<file path="config.mk">
export PLATFORM = sky130hd
export DESIGN_NAME = twoc_top
export DESIGN_NICKNAME = d
export VERILOG_FILES = /design/src/hdl/twoc_top.v
export VERILOG_INCLUDE_DIRS = /design/src /design/src/hdl
export SDC_FILE = /design/constraint.sdc
export NUM_CORES = 1
export LEC_CHECK = 0
export BUFFER_PORTS_ARGS = -buffer_cell sky130_fd_sc_hd__buf_2
export CORE_AREA = 3 3 116 118
export DETAILED_ROUTE_END_ITERATION = 7
export DIE_AREA = 0 0 119 121
export PLACE_DENSITY = 0.69
export REMOVE_ABC_BUFFERS = 1
export SYNTH_ARGS = -nofsm -noshare
export SYNTH_HDL_FRONTEND = slang
export SYNTH_SLANG_ARGS = --single-unit
</file>
<file path="constraint.sdc">
create_clock -name clock -period 2.65 [get_ports clock]
set_input_delay 0 -clock clock [delete_from_list [all_inputs] [get_ports clock]]
set_output_delay 0 -clock clock [all_outputs]
set_load 0.02 [all_outputs]
</file>
<file path="src/hdl/twoc_consts.vh">
// Constants for the timer waveform and compare-output control block
`ifndef TWOC_CONSTS_VH
`define TWOC_CONSTS_VH
// ==========================================================
// Register indices, one aligned word each
`define TWOC_IDX_CTRL_A 8'hB0
`define TWOC_IDX_CTRL_B 8'hB1
`define TWOC_IDX_CMP_A 8'hB2
`define TWOC_IDX_CMP_B 8'hB3
`define TWOC_IDX_COUNT 8'hB4
`define TWOC_IDX_STATUS 8'hB5
`define TWOC_IDX_MASK 8'hB6
`define TWOC_IDX_PINCTL 8'hB7
// Byte addresses are four times the index
`define TWOC_ADDR_CTRL_A {`TWOC_IDX_CTRL_A, 2'b00}
`define TWOC_ADDR_CTRL_B {`TWOC_IDX_CTRL_B, 2'b00}
`define TWOC_ADDR_CMP_A {`TWOC_IDX_CMP_A, 2'b00}
`define TWOC_ADDR_CMP_B {`TWOC_IDX_CMP_B, 2'b00}
`define TWOC_ADDR_COUNT {`TWOC_IDX_COUNT, 2'b00}
`define TWOC_ADDR_STATUS {`TWOC_IDX_STATUS, 2'b00}
`define TWOC_ADDR_MASK {`TWOC_IDX_MASK, 2'b00}
`define TWOC_ADDR_PINCTL {`TWOC_IDX_PINCTL, 2'b00}
// ==========================================================
// Field positions
`define TWOC_A_ACT_HI 7
`define TWOC_A_ACT_LO 6
`define TWOC_B_ACT_HI 5
`define TWOC_B_ACT_LO 4
`define TWOC_MODE_LOW_HI 1
`define TWOC_MODE_LOW_LO 0
`define TWOC_MODE_HIGH_BIT 3
`define TWOC_CTRL_A_WMASK 8'hF3
`define TWOC_CTRL_B_WMASK 8'h08
`define TWOC_ST_OVF 0
`define TWOC_ST_CMPA 1
`define TWOC_ST_CMPB 2
`define TWOC_ST_WIDTH 3
// ==========================================================
// Values
`define TWOC_RESET_BYTE 8'h00
`define TWOC_MAX 8'hFF
`define TWOC_BOTTOM 8'h00
`define TWOC_ONE 8'h01
`define TWOC_ACT_OFF 2'b00
`define TWOC_ACT_TOGGLE 2'b01
`define TWOC_ACT_CLEAR 2'b10
`define TWOC_ACT_SET 2'b11
`define TWOC_MODE_NORMAL 3'd0
`define TWOC_MODE_PC_FF 3'd1
`define TWOC_MODE_CTC 3'd2
`define TWOC_MODE_FAST_FF 3'd3
`define TWOC_MODE_RSV4 3'd4
`define TWOC_MODE_PC_A 3'd5
`define TWOC_MODE_RSV6 3'd6
`define TWOC_MODE_FAST_A 3'd7
`define TWOC_RESP_OKAY 2'b00
`define TWOC_RESP_SLVERR 2'b10
`endif

</file>
<file path="src/hdl/twoc_top.v">
// Timer waveform generation and compare-output control with AXI4-Lite
//
// The AXI4-Lite interface to the registers was left to the implementer.
`include "twoc_consts.vh"
module twoc_top #(
    parameter ADDR_WIDTH = 10
) (
    input wire clock,
    input wire rstn,
    input wire clk_en,
    input wire [ADDR_WIDTH-1:0] s_axi_awaddr,
    input wire s_axi_awvalid,
    output wire s_axi_awready,
    input wire [31:0] s_axi_wdata,
    input wire [3:0] s_axi_wstrb,
    input wire s_axi_wvalid,
    output wire s_axi_wready,
    output reg [1:0] s_axi_bresp,
    output reg s_axi_bvalid,
    input wire s_axi_bready,
    input wire [ADDR_WIDTH-1:0] s_axi_araddr,
    input wire s_axi_arvalid,
    output wire s_axi_arready,
    output reg [31:0] s_axi_rdata,
    output reg [1:0] s_axi_rresp,
    output reg s_axi_rvalid,
    input wire s_axi_rready,
    input wire dir_a,
    input wire dir_b,
    input wire port_a,
    input wire port_b,
    output reg pin_a,
    output reg pin_a_oe_n,
    output reg pin_b,
    output reg pin_b_oe_n,
    output wire irq
);

// ==========================================================
// Registers
reg [7:0] ctrl_a_reg;
reg [7:0] ctrl_b_reg;
reg [7:0] cmp_a_buf_reg;
reg [7:0] cmp_b_buf_reg;
reg [7:0] cmp_a_reg;
reg [7:0] cmp_b_reg;
reg [7:0] count_reg;
reg count_down_reg;
reg [2:0] status_reg;
reg [2:0] mask_reg;
reg compare_out_a;
reg compare_out_b;
reg [ADDR_WIDTH-1:0] aw_addr_reg;
reg aw_held_reg;
reg [31:0] w_data_reg;
reg [3:0] w_strb_reg;
reg w_held_reg;

wire [1:0] out_a_action = ctrl_a_reg[`TWOC_A_ACT_HI:`TWOC_A_ACT_LO];
wire [1:0] out_b_action = ctrl_a_reg[`TWOC_B_ACT_HI:`TWOC_B_ACT_LO];
wire out_a_action_high = out_a_action[1];
wire out_b_action_high = out_b_action[1];
wire wave_mode_high = ctrl_b_reg[`TWOC_MODE_HIGH_BIT];
wire [1:0] wave_mode_low =
    ctrl_a_reg[`TWOC_MODE_LOW_HI:`TWOC_MODE_LOW_LO];
wire [2:0] wave_mode_field = {wave_mode_high, wave_mode_low};

// ==========================================================
// Mode decode
function [2:0] twoc_class;
    // Returns {fast, phase_correct, non_pwm}
    input [2:0] m;
    begin
        case (m)
            `TWOC_MODE_NORMAL, `TWOC_MODE_CTC: twoc_class = 3'b001;
            `TWOC_MODE_PC_FF, `TWOC_MODE_PC_A: twoc_class = 3'b010;
            `TWOC_MODE_FAST_FF, `TWOC_MODE_FAST_A: twoc_class = 3'b100;
            default: twoc_class = 3'b000;
        endcase
    end
endfunction

wire [2:0] cls = twoc_class(wave_mode_field);
wire non_pwm = cls[0];
wire phase_pwm = cls[1];
wire fast_pwm = cls[2];
wire top_is_a = (wave_mode_field == `TWOC_MODE_CTC) ||
    (wave_mode_field == `TWOC_MODE_PC_A) ||
    (wave_mode_field == `TWOC_MODE_FAST_A);
wire [7:0] top_value = top_is_a ? cmp_a_reg : `TWOC_MAX;
wire at_top = (count_reg == top_value);
wire at_bottom = (count_reg == `TWOC_BOTTOM);
wire match_a = (count_reg == cmp_a_reg);
wire match_b = (count_reg == cmp_b_reg);

// ==========================================================
// Counter sequence
reg [7:0] count_next;
reg down_next;
always @* begin
    count_next = count_reg + `TWOC_ONE;
    down_next = count_down_reg;
    if (phase_pwm) begin
        if (!count_down_reg && at_top) begin
            down_next = 1'b1;
            count_next = count_reg - `TWOC_ONE;
        end else if (count_down_reg && at_bottom) begin
            down_next = 1'b0;
            count_next = count_reg + `TWOC_ONE;
        end else if (count_down_reg) begin
            count_next = count_reg - `TWOC_ONE;
        end
    end else if ((wave_mode_field == `TWOC_MODE_CTC) || fast_pwm) begin
        down_next = 1'b0;
        if (at_top) begin
            count_next = `TWOC_BOTTOM;
        end
    end else begin
        down_next = 1'b0;
    end
end

// Compare buffers load at the mode's update point
wire load_cmp = non_pwm || !(phase_pwm || fast_pwm) ||
    (phase_pwm && at_top) || (fast_pwm && at_bottom);

// Overflow event
wire ovf_evt = ((wave_mode_field == `TWOC_MODE_NORMAL) ||
    (wave_mode_field == `TWOC_MODE_CTC) ||
    (wave_mode_field == `TWOC_MODE_FAST_FF)) ? (count_reg == `TWOC_MAX) :
    phase_pwm ? (at_bottom && count_down_reg) :
    (wave_mode_field == `TWOC_MODE_FAST_A) ? at_top : 1'b0;

// ==========================================================
// Waveform output per channel
function [1:0] twoc_wave;
    // Returns {change, new_value}
    input [2:0] c;
    input is_b;
    input [1:0] act;
    input mode_hi;
    input cur;
    input match;
    input cmp_is_top;
    input top;
    input bottom;
    input down;
    reg pol;
    begin
        twoc_wave = {1'b0, cur};
        pol = act[0];
        if (c[0]) begin
            if (match) begin
                case (act)
                    `TWOC_ACT_TOGGLE: twoc_wave = {1'b1, ~cur};
                    `TWOC_ACT_CLEAR: twoc_wave = 2'b10;
                    `TWOC_ACT_SET: twoc_wave = 2'b11;
                    default: twoc_wave = {1'b0, cur};
                endcase
            end
        end else if (c[2]) begin
            if (act == `TWOC_ACT_TOGGLE) begin
                if (!is_b && mode_hi && match) begin
                    twoc_wave = {1'b1, ~cur};
                end
            end else if (act[1]) begin
                if (cmp_is_top) begin
                    if (bottom) twoc_wave = {1'b1, ~pol};
                end else if (match) begin
                    twoc_wave = {1'b1, pol};
                end else if (bottom) begin
                    twoc_wave = {1'b1, ~pol};
                end
            end
        end else if (c[1]) begin
            if (act == `TWOC_ACT_TOGGLE) begin
                if (!is_b && mode_hi && match) begin
                    twoc_wave = {1'b1, ~cur};
                end
            end else if (act[1]) begin
                if (cmp_is_top) begin
                    if (top) twoc_wave = {1'b1, ~pol};
                end else if (match) begin
                    twoc_wave = {1'b1, down ? ~pol : pol};
                end
            end
        end
    end
endfunction

wire [1:0] wave_a = twoc_wave(cls, 1'b0, out_a_action, wave_mode_high,
    compare_out_a, match_a, out_a_action_high && (cmp_a_reg == top_value),
    at_top, at_bottom, count_down_reg);
wire [1:0] wave_b = twoc_wave(cls, 1'b1, out_b_action, wave_mode_high,
    compare_out_b, match_b, out_b_action_high && (cmp_b_reg == top_value),
    at_top, at_bottom, count_down_reg);

// ==========================================================
// Pin ownership per channel
function twoc_owns;
    // Channel A action 01 in a PWM class without the high
    // mode bit leaves the pin with the port
    input [2:0] c;
    input is_b;
    input [1:0] act;
    input mode_hi;
    begin
        case (act)
            `TWOC_ACT_OFF: twoc_owns = 1'b0;
            `TWOC_ACT_TOGGLE: begin
                if ((c[1] || c[2]) && !is_b && !mode_hi) begin
                    twoc_owns = 1'b0;
                end else begin
                    twoc_owns = 1'b1;
                end
            end
            default: twoc_owns = 1'b1;
        endcase
    end
endfunction

wire own_a = twoc_owns(cls, 1'b0, out_a_action, wave_mode_high);
wire own_b = twoc_owns(cls, 1'b1, out_b_action, wave_mode_high);

// ==========================================================
// AXI4-Lite slave
wire do_write = aw_held_reg && w_held_reg && !s_axi_bvalid;
wire do_read = s_axi_arvalid && !s_axi_rvalid;
assign s_axi_awready = !aw_held_reg && !s_axi_bvalid;
assign s_axi_wready = !w_held_reg && !s_axi_bvalid;
assign s_axi_arready = !s_axi_rvalid;
wire [7:0] wbyte = w_data_reg[7:0];
wire wlane = w_strb_reg[0];
wire [2:0] wclr = (do_write && wlane &&
    aw_addr_reg == `TWOC_ADDR_STATUS) ? wbyte[2:0] : 3'b000;
wire [2:0] evts = {match_b, match_a, ovf_evt};

function twoc_known;
    input [ADDR_WIDTH-1:0] a;
    begin
        case (a)
            `TWOC_ADDR_CTRL_A, `TWOC_ADDR_CTRL_B, `TWOC_ADDR_CMP_A,
            `TWOC_ADDR_CMP_B, `TWOC_ADDR_COUNT, `TWOC_ADDR_STATUS,
            `TWOC_ADDR_MASK, `TWOC_ADDR_PINCTL: twoc_known = 1'b1;
            default: twoc_known = 1'b0;
        endcase
    end
endfunction

reg [7:0] rbyte;
always @* begin
    case (s_axi_araddr)
        `TWOC_ADDR_CTRL_A: rbyte = ctrl_a_reg & `TWOC_CTRL_A_WMASK;
        `TWOC_ADDR_CTRL_B: rbyte = ctrl_b_reg & `TWOC_CTRL_B_WMASK;
        `TWOC_ADDR_CMP_A: rbyte = cmp_a_buf_reg;
        `TWOC_ADDR_CMP_B: rbyte = cmp_b_buf_reg;
        `TWOC_ADDR_COUNT: rbyte = count_reg;
        `TWOC_ADDR_STATUS: rbyte = {5'b00000, status_reg};
        `TWOC_ADDR_MASK: rbyte = {5'b00000, mask_reg};
        `TWOC_ADDR_PINCTL: rbyte = {6'b000000, compare_out_b, compare_out_a};
        default: rbyte = `TWOC_RESET_BYTE;
    endcase
end

assign irq = |(status_reg & mask_reg);

always @(posedge clock or negedge rstn) begin
    if (!rstn) begin
        ctrl_a_reg <= `TWOC_RESET_BYTE;
        ctrl_b_reg <= `TWOC_RESET_BYTE;
        cmp_a_buf_reg <= `TWOC_RESET_BYTE;
        cmp_b_buf_reg <= `TWOC_RESET_BYTE;
        cmp_a_reg <= `TWOC_RESET_BYTE;
        cmp_b_reg <= `TWOC_RESET_BYTE;
        count_reg <= `TWOC_RESET_BYTE;
        count_down_reg <= 1'b0;
        status_reg <= 3'b000;
        mask_reg <= 3'b000;
        compare_out_a <= 1'b0;
        compare_out_b <= 1'b0;
        aw_addr_reg <= {ADDR_WIDTH{1'b0}};
        aw_held_reg <= 1'b0;
        w_data_reg <= 32'h0000_0000;
        w_strb_reg <= 4'h0;
        w_held_reg <= 1'b0;
        s_axi_bvalid <= 1'b0;
        s_axi_bresp <= `TWOC_RESP_OKAY;
        s_axi_rvalid <= 1'b0;
        s_axi_rresp <= `TWOC_RESP_OKAY;
        s_axi_rdata <= 32'h0000_0000;
        pin_a <= 1'b0;
        pin_b <= 1'b0;
        pin_a_oe_n <= 1'b1;
        pin_b_oe_n <= 1'b1;
    end else if (clk_en) begin
        count_reg <= count_next;
        count_down_reg <= down_next;
        if (wave_a[1]) compare_out_a <= wave_a[0];
        if (wave_b[1]) compare_out_b <= wave_b[0];
        if (load_cmp) begin
            cmp_a_reg <= cmp_a_buf_reg;
            cmp_b_reg <= cmp_b_buf_reg;
        end
        // Set beats a simultaneous write-one clear
        status_reg <= (status_reg & ~wclr) | evts;
        // Pin mux: compare output replaces port data when action set, except channel A action 01 in a PWM class without the high mode bit
        pin_a <= own_a ? compare_out_a : port_a;
        pin_b <= own_b ? compare_out_b : port_b;
        pin_a_oe_n <= ~dir_a;
        pin_b_oe_n <= ~dir_b;
        if (s_axi_awvalid && s_axi_awready) begin
            aw_addr_reg <= s_axi_awaddr;
            aw_held_reg <= 1'b1;
        end
        if (s_axi_wvalid && s_axi_wready) begin
            w_data_reg <= s_axi_wdata;
            w_strb_reg <= s_axi_wstrb;
            w_held_reg <= 1'b1;
        end
        if (do_write) begin
            aw_held_reg <= 1'b0;
            w_held_reg <= 1'b0;
            s_axi_bvalid <= 1'b1;
            s_axi_bresp <= twoc_known(aw_addr_reg) ?
                `TWOC_RESP_OKAY : `TWOC_RESP_SLVERR;
            if (wlane) begin
                case (aw_addr_reg)
                    `TWOC_ADDR_CTRL_A:
                        ctrl_a_reg <= wbyte & `TWOC_CTRL_A_WMASK;
                    `TWOC_ADDR_CTRL_B:
                        ctrl_b_reg <= wbyte & `TWOC_CTRL_B_WMASK;
                    `TWOC_ADDR_CMP_A: cmp_a_buf_reg <= wbyte;
                    `TWOC_ADDR_CMP_B: cmp_b_buf_reg <= wbyte;
                    `TWOC_ADDR_COUNT: count_reg <= wbyte;
                    `TWOC_ADDR_MASK: mask_reg <= wbyte[2:0];
                    default: ;
                endcase
            end
        end else if (s_axi_bvalid && s_axi_bready) begin
            s_axi_bvalid <= 1'b0;
        end
        if (do_read) begin
            s_axi_rvalid <= 1'b1;
            s_axi_rdata <= {24'h00_0000, rbyte};
            s_axi_rresp <= twoc_known(s_axi_araddr) ?
                `TWOC_RESP_OKAY : `TWOC_RESP_SLVERR;
        end else if (s_axi_rvalid && s_axi_rready) begin
            s_axi_rvalid <= 1'b0;
        end
    end
end

endmodule // twoc_top

</file>
== Yosys cells after proc, flatten, opt, wreduce, memory -nomap -nowiden ==
Cells that the tools add are included.

* Register bits: 95
* Output and inout bits: 46
* Word-level logic and storage cells: 224

* Bitwise operators: 10
* Equal/unequal tests: 45
* Multiplexer cells: 72
* $add $sub $neg: 2
* Reduce and logical (&&, ||, !) cells: 69

{| class="wikitable"
|+ Operator list
! kind !! number
|-
| == test 10 bit, second input constant || 16
|-
| two-way mux 8 bit || 10
|-
| one-hot mux 8 bit (8 select lines) || 1
|-
| two-way mux 2 bit || 31
|-
| == test 8 bit || 5
|-
| two-way mux 1 bit || 25
|-
| AND reduction 2 bit || 10
|-
| AND reduction 4 bit || 5
|-
| logical AND 1 bit || 19
|-
| OR reduction 8 bit || 2
|-
| one-hot mux 2 bit (3 select lines) || 2
|-
| AND reduction 10 bit || 1
|-
| logical OR 1 bit || 9
|-
| one-hot mux 3 bit (3 select lines) || 1
|-
| AND reduction 9 bit || 1
|-
| adder 8 x 1 -> 8 bit, second input constant || 1
|-
| == test 2 bit, second input constant || 4
|-
| == test 8 bit, second input constant || 1
|-
| logical NOT 8 bit || 1
|-
| inequality test 4 x 1 -> 1 bit, second input constant || 2
|-
| inequality test 4 x 3 -> 1 bit, second input constant || 2
|-
| nonzero test 2 bit || 4
|-
| subtractor 8 x 1 -> 8 bit, second input constant || 1
|-
| logical NOT 1 bit || 7
|-
| 22 further kinds || 37
|}

== Depth between registers and ports, before layout ==
* Depth in word-level cells: 13
* Depth in mapped cells: 11
* Depth with buffers taken out: 10

== Least setup slack after synthesis ==
No wires, ideal clock.

* Path type: reg-to-reg
* From: register ctrl_a_reg[0]
* To: register compare_out_b
* Cell stages (with the launch flop): 10
* Clock period less this slack: 2.932 ns
* Buffers on the path: 2
* Arrival: 2.804 ns
* Slack: -0.282 ns
* Required time: 2.522 ns
* Path through: dfrtp_1 -> or3b_1 -> buf_4 -> a2111oi_4 -> a311oi_1 -> or4_1 -> buf_2 -> or4b_1 -> a31oi_1 -> mux2_1

* Longest elaborated chain between the ends: 13
* Elaborated cells on any way between the ends: 35
* Those cells by class: 13 x eq/ne; 12 x mux; 10 x reduce/logical

{| class="wikitable"
|+ Ends and longest elaborated chain
! item !! line !! RTL
|-
| from (decl) || twoc_top.v:41 || <nowiki>reg [7:0] ctrl_a_reg;</nowiki>
|-
| from (signal assigned) || twoc_top.v:269 || <nowiki>ctrl_a_reg <= `TWOC_RESET_BYTE;</nowiki>
|-
| from (signal assigned) || twoc_top.v:329 || <nowiki>ctrl_a_reg <= wbyte & `TWOC_CTRL_A_WMASK;</nowiki>
|-
| == test 3 x 2 -> 1 bit or == test 3 bit (tied branches) || twoc_top.v:74 || <nowiki>case (m)</nowiki>
|-
| logical OR 1 bit (2 in series) || twoc_top.v:87 || <nowiki>wire top_is_a = (wave_mode_field == `TWOC_MODE_CTC) ||</nowiki>
|-
| two-way mux 8 bit (no source line) || - ||
|-
| == test 8 bit, on equally long branches || twoc_top.v:91, twoc_top.v:195 ||
|-
| two-way mux 2 bit or logical AND 1 bit (tied branches) || twoc_top.v:182, twoc_top.v:195 ||
|-
| two-way mux 2 bit || twoc_top.v:181 || <nowiki>if (cmp_is_top) begin</nowiki>
|-
| two-way mux 2 bit || twoc_top.v:180 || <nowiki>end else if (act[1]) begin</nowiki>
|-
| two-way mux 2 bit || twoc_top.v:176 || <nowiki>if (act == `TWOC_ACT_TOGGLE) begin</nowiki>
|-
| two-way mux 2 bit || twoc_top.v:175 || <nowiki>end else if (c[1]) begin</nowiki>
|-
| two-way mux 2 bit || twoc_top.v:161 || <nowiki>end else if (c[2]) begin</nowiki>
|-
| two-way mux 2 bit || twoc_top.v:152 || <nowiki>if (c[0]) begin</nowiki>
|-
| AND reduction 10 bit (no source line) || - ||
|-
| to (signal assigned) || twoc_top.v:299 || <nowiki>if (wave_b[1]) compare_out_b <= wave_b[0];</nowiki>
|-
| to (decl) || twoc_top.v:52 || <nowiki>reg compare_out_b;</nowiki>
|}

Parallel ways exist; a longest one is shown, timed or not. The select of a mux whose other input is x is not followed.
A chain may end at the register's enable or synchronous reset.

== Final worst setup path ==
* From: register ctrl_b_reg[3]
* To: register compare_out_b

* Longest elaborated chain between the ends: 13
* Elaborated cells on any way between the ends: 35
* Those cells by class: 13 x eq/ne; 12 x mux; 10 x reduce/logical

{| class="wikitable"
|+ Ends and longest elaborated chain
! item !! line !! RTL
|-
| from (decl) || twoc_top.v:42 || <nowiki>reg [7:0] ctrl_b_reg;</nowiki>
|-
| from (signal assigned) || twoc_top.v:270 || <nowiki>ctrl_b_reg <= `TWOC_RESET_BYTE;</nowiki>
|-
| from (signal assigned) || twoc_top.v:331 || <nowiki>ctrl_b_reg <= wbyte & `TWOC_CTRL_B_WMASK;</nowiki>
|-
| == test 3 x 2 -> 1 bit or == test 3 bit (tied branches) || twoc_top.v:74 ||
|-
| logical OR 1 bit (2 in series) || twoc_top.v:87 ||
|-
| two-way mux 8 bit (no source line) || - ||
|-
| == test 8 bit, on equally long branches || twoc_top.v:91, twoc_top.v:195 ||
|-
| two-way mux 2 bit or logical AND 1 bit (tied branches) || twoc_top.v:182, twoc_top.v:195 ||
|-
| two-way mux 2 bit || twoc_top.v:181 ||
|-
| two-way mux 2 bit || twoc_top.v:180 ||
|-
| two-way mux 2 bit || twoc_top.v:176 ||
|-
| two-way mux 2 bit || twoc_top.v:175 ||
|-
| two-way mux 2 bit || twoc_top.v:161 ||
|-
| two-way mux 2 bit || twoc_top.v:152 ||
|-
| AND reduction 10 bit (no source line) || - ||
|}

Parallel ways exist; a longest one is shown, timed or not. The select of a mux whose other input is x is not followed.

==> impl_metrics.py <==
metrics = {
    "outcome": {
        "status": "finished, violations left",
        "failed_checks": "negative setup slack",
    },
    "synth": {
        "dominantRegCellSynth": "sky130_fd_sc_hd__dfrtp_1",
        "synth_edf_count": 0,
        "synth-adder-area-share_pct": 0.445,
        "ys_warn_count": 0,
        "yosysUniqueCellTypes": 71,
        "async_reset_ff_share_pct": 100,
        "netlist_area_um2": 5620,
        "synthDominantAreaCellType": "sky130_fd_sc_hd__dfrtp_1",
        "synth.ff_latch_count": 93,
        "top_area_cells_in_the_synthesized_netlist": "sky130_fd_sc_hd__dfrtp_1, sky130_fd_sc_hd__mux2_2, sky130_fd_sc_hd__buf_4",
        "synth_cells": 583,
        "post-synth-top-area-fraction_pct": 40.5,
        "synth_compound_area_share_pct": 17.5,
        "synth_xor_xnor_area_share_pct": 2.96,
        "portion_of_netlist_area_occupied_by_mux_cells_pct": 13.8,
        "netlist_top_cells_count": "sky130_fd_sc_hd__dfrtp_1, sky130_fd_sc_hd__nand2_1, sky130_fd_sc_hd__mux2_2, sky130_fd_sc_hd__nor2_1, sky130_fd_sc_hd__buf_4",
        "ys_seq_area_share_pct": 41.4,
        "synth_top_family_by_area": "compound AO/OA/AOI/OAI gates",
        "yosysMostFrequentCell": "sky130_fd_sc_hd__dfrtp_1",
        "yosys.area_share.simple_pct": 17.0,
        "syn-mean-instance-area_um2": 9.65,
    },
    "sta": {
        "grt_setup_unrepaired": "true",
        "slew_headroom_pct": 50.2,
        "min_period_ps": 2900,
        "min_period_over_period_pct": 109,
        "worst_slew_pin_slew_ps": 746,
        "clock.fmax_mhz": 345,
        "setup_viol_count_final": 25,
        "slew_violations": 0,
        "timing.clock.skew_ps": 9.98,
        "layout_setup_ws_ps": -246,
        "final-hold-violation-count": 0,
        "setup-tns-final_ps": -2890,
    },
    "placement": {
        "dp_slack_ps": -399,
        "number_of_buffer_cells_added_on_primary_ports": 60,
        "place.detailed.hpwl_mm": 12.5,
        "post_dp_cell_area_um2": 6450,
        "gp_congestion": 0.980,
        "place_inst": 850,
    },
    "cts": {
        "level_count_of_the_clock_h_tree": 3,
        "ctsLongestPathBuffers": 2,
        "clock_sink_count": 93,
        "tritoncts.num_buffers": 9,
        "cts.reportedPaths.clkPinSlew_ps": 70,
        "clk_latency_ps": 350,
        "tritoncts": "done",
        "root_buffer": "sky130_fd_sc_hd__clkbuf_16",
    },
    "die": {
        "initial_core_util_pct": 44.7,
        "die_y_um": 121,
        "placement_rows": 41,
        "die_x_um": 119,
        "floorplan.die_area_um2": 14400,
        "floorplan.core_area_um2": 12600,
        "floorplan.io_pins": 114,
    },
    "drt": {
        "routed_wire_length_mm": 17.2,
        "dr_total_vias": 5147,
        "routed_via_density": 5.77,
        "firstDrtPassIters": 5,
        "ant_nets": 0,
        "routed_wire_length_per_instance_um": 19.2,
        "detail_route.drc_violations": 0,
        "dr.first_iter.drc_count": 402,
    },
    "final_layout": {
        "multi_input_comb_area_um2": 3120,
        "design.final.nets": 785,
        "final_cell_area_um2": 7190,
        "drive_gt1_share_pct": 31.5,
        "antennaDiodeCount": 0,
        "layout.cells.non_filler": 892,
        "fillers": 1123,
        "layout-area-overhead-vs-synth_pct": 27.9,
        "final-seq-area_um2": 2330,
        "largest_register_ffs": 10,
    },
    "global_route": {
        "grt_pass1_vias": 5195,
        "first_pass_grt_wire_length_mm": 27.7,
        "antenna_found_initial": 0,
        "grt_remaining_overflow": 0,
        "grt.total_usage_pct": 24.4,
        "grt_start_max_net_pins": 61,
    },
    "worst_setup_path": {
        "timing.setup.critical_path_class": "reg -> reg",
        "cp_data_required_time_ps": 2880,
        "timing.critical_path.from_type": "register",
        "cp_data_arrival_time_ps": 3120,
        "endpoint_kind": "register",
        "cp_max_fo": 9,
    },
    "power": {
        "vdd.ir_drop.worst_v": 0.000468,
        "power.static_leakage_nw": 3.25,
        "cellPowerDensity_nw_per_um2": 637,
    },
    "worst_hold_path": {
        "timing.hold.worst.class": "in -> reg",
    },
    "run": {
        "drv.max_cap_violation_count": 0,
    },
}
[placed cells by master (no fill, tap or decap), types with 5 or more instances in the layout]
cell type                       synthesis  final
sky130_fd_sc_hd__xor2_1                16     16
sky130_fd_sc_hd__and3_1                 8      8
sky130_fd_sc_hd__dfrtp_1               91     91
sky130_fd_sc_hd__o21ai_0               25     25
sky130_fd_sc_hd__o211ai_1               7      7
sky130_fd_sc_hd__buf_2                  3     59
sky130_fd_sc_hd__inv_1                 15     15
sky130_fd_sc_hd__a31oi_1                6      6
sky130_fd_sc_hd__a21oi_1               18     18
sky130_fd_sc_hd__mux2_1                11      9
sky130_fd_sc_hd__buf_4                 27     65
sky130_fd_sc_hd__dlygate4sd3_1          0     24
sky130_fd_sc_hd__nand3_1               14     14
sky130_fd_sc_hd__mux2_2                50     50
sky130_fd_sc_hd__conb_1                 1     26
sky130_fd_sc_hd__nor4_1                 9      9
sky130_fd_sc_hd__nor2_1                45     45
sky130_fd_sc_hd__nor3_1                12     11
sky130_fd_sc_hd__a22oi_1                8      8
sky130_fd_sc_hd__mux2i_1                9      9
sky130_fd_sc_hd__a211oi_2               0      5
sky130_fd_sc_hd__nand2_1               54     54
sky130_fd_sc_hd__a22o_1                 9      9
sky130_fd_sc_hd__clkbuf_16              0     10
sky130_fd_sc_hd__nor3b_1                9      8
[cell families (layout without fill, tap and decap cells)]
group	Yosys count	count (layout)
mux	70	70
xor+xnor	19	19
other cells	1	26
flops	93	93
compound gates	136	136
simple gates	188	188
buf+inv	74	186
fa+ha+maj	2	2
[critical path, stage by stage (launching register included)]
cell and delay, ps:
sky130_fd_sc_hd__dfrtp_1 390, sky130_fd_sc_hd__or3b_4 430, sky130_fd_sc_hd__buf_6 170, sky130_fd_sc_hd__a211oi_2 170, sky130_fd_sc_hd__o22ai_1 90, sky130_fd_sc_hd__or4_4 530
sky130_fd_sc_hd__or4b_1 480, sky130_fd_sc_hd__a31oi_1 170, sky130_fd_sc_hd__mux2_1 340
[cell type report]
cell class / instances / share of cell area (%)
Multi-Input combinational cell: 441 / 43.4
Sequential cell: 93 / 32.4
Timing Repair Buffer: 155 / 15.8
Clock buffer: 10 / 3.32
Tap cell: 172 / 2.99
Clock inverter: 6 / 1.31
Inverter: 15 / 0.783
[final timing paths]
path	end	from	cells after the start	slack, ps
hold / removal	pin_a	port_a	3	9
hold reg to reg	s_axi_rdata[6]	s_axi_rdata[6]	2	480
min in group asynchronous	cmp_b_buf_reg[3]	rstn	2	260
setup / recovery	compare_out_b	ctrl_b_reg[3]	8	-250
setup reg to reg	compare_out_b	ctrl_b_reg[3]	8	-250
max in group asynchronous	pin_a_oe_n	rstn	3	1600
[where the power goes]
part,internal (mW),switching [mW]
registers,1.64,0.310
clock network,0.863,0.581
logic,0.548,0.631
[metal layers]
| layer | vias to the layer above | global-route usage [%] | share of wire (%) |
|---|---|---|---|
| met4 | 0 | 9.34 | 3.0 |
| met1 | 2518 | 31.7 | 41 |
| met5 | - | 0 | 0 |
| li1 | 2373 | - | - |
| met3 | 39 | 3.26 | 6.6 |
| met2 | 217 | 41.5 | 49 |
[through the flow]
step                      total power, mW  utilization, %  hold WS (ps)
after global routing                 4.77            57.2          42.4
final                                4.58            57.2          9.21
after detailed placement             3.08            51.3           113
after CTS                            4.57            56.7          13.4
after global placement               3.04            51.3           104
after floorplan                      2.51               -          -296
[what timing repair did]
action                                  in CTS  in global routing
endpoints found under the setup margin      27                 27
setup buffers                                0                  1
hold buffers                                24                  0
pin swaps                                    4                  5
cloned                                       1                  0
resized for setup                           22                 12
hold endpoints to repair                    81                  0
No activity file was read; power rests on OpenSTA's default activity.
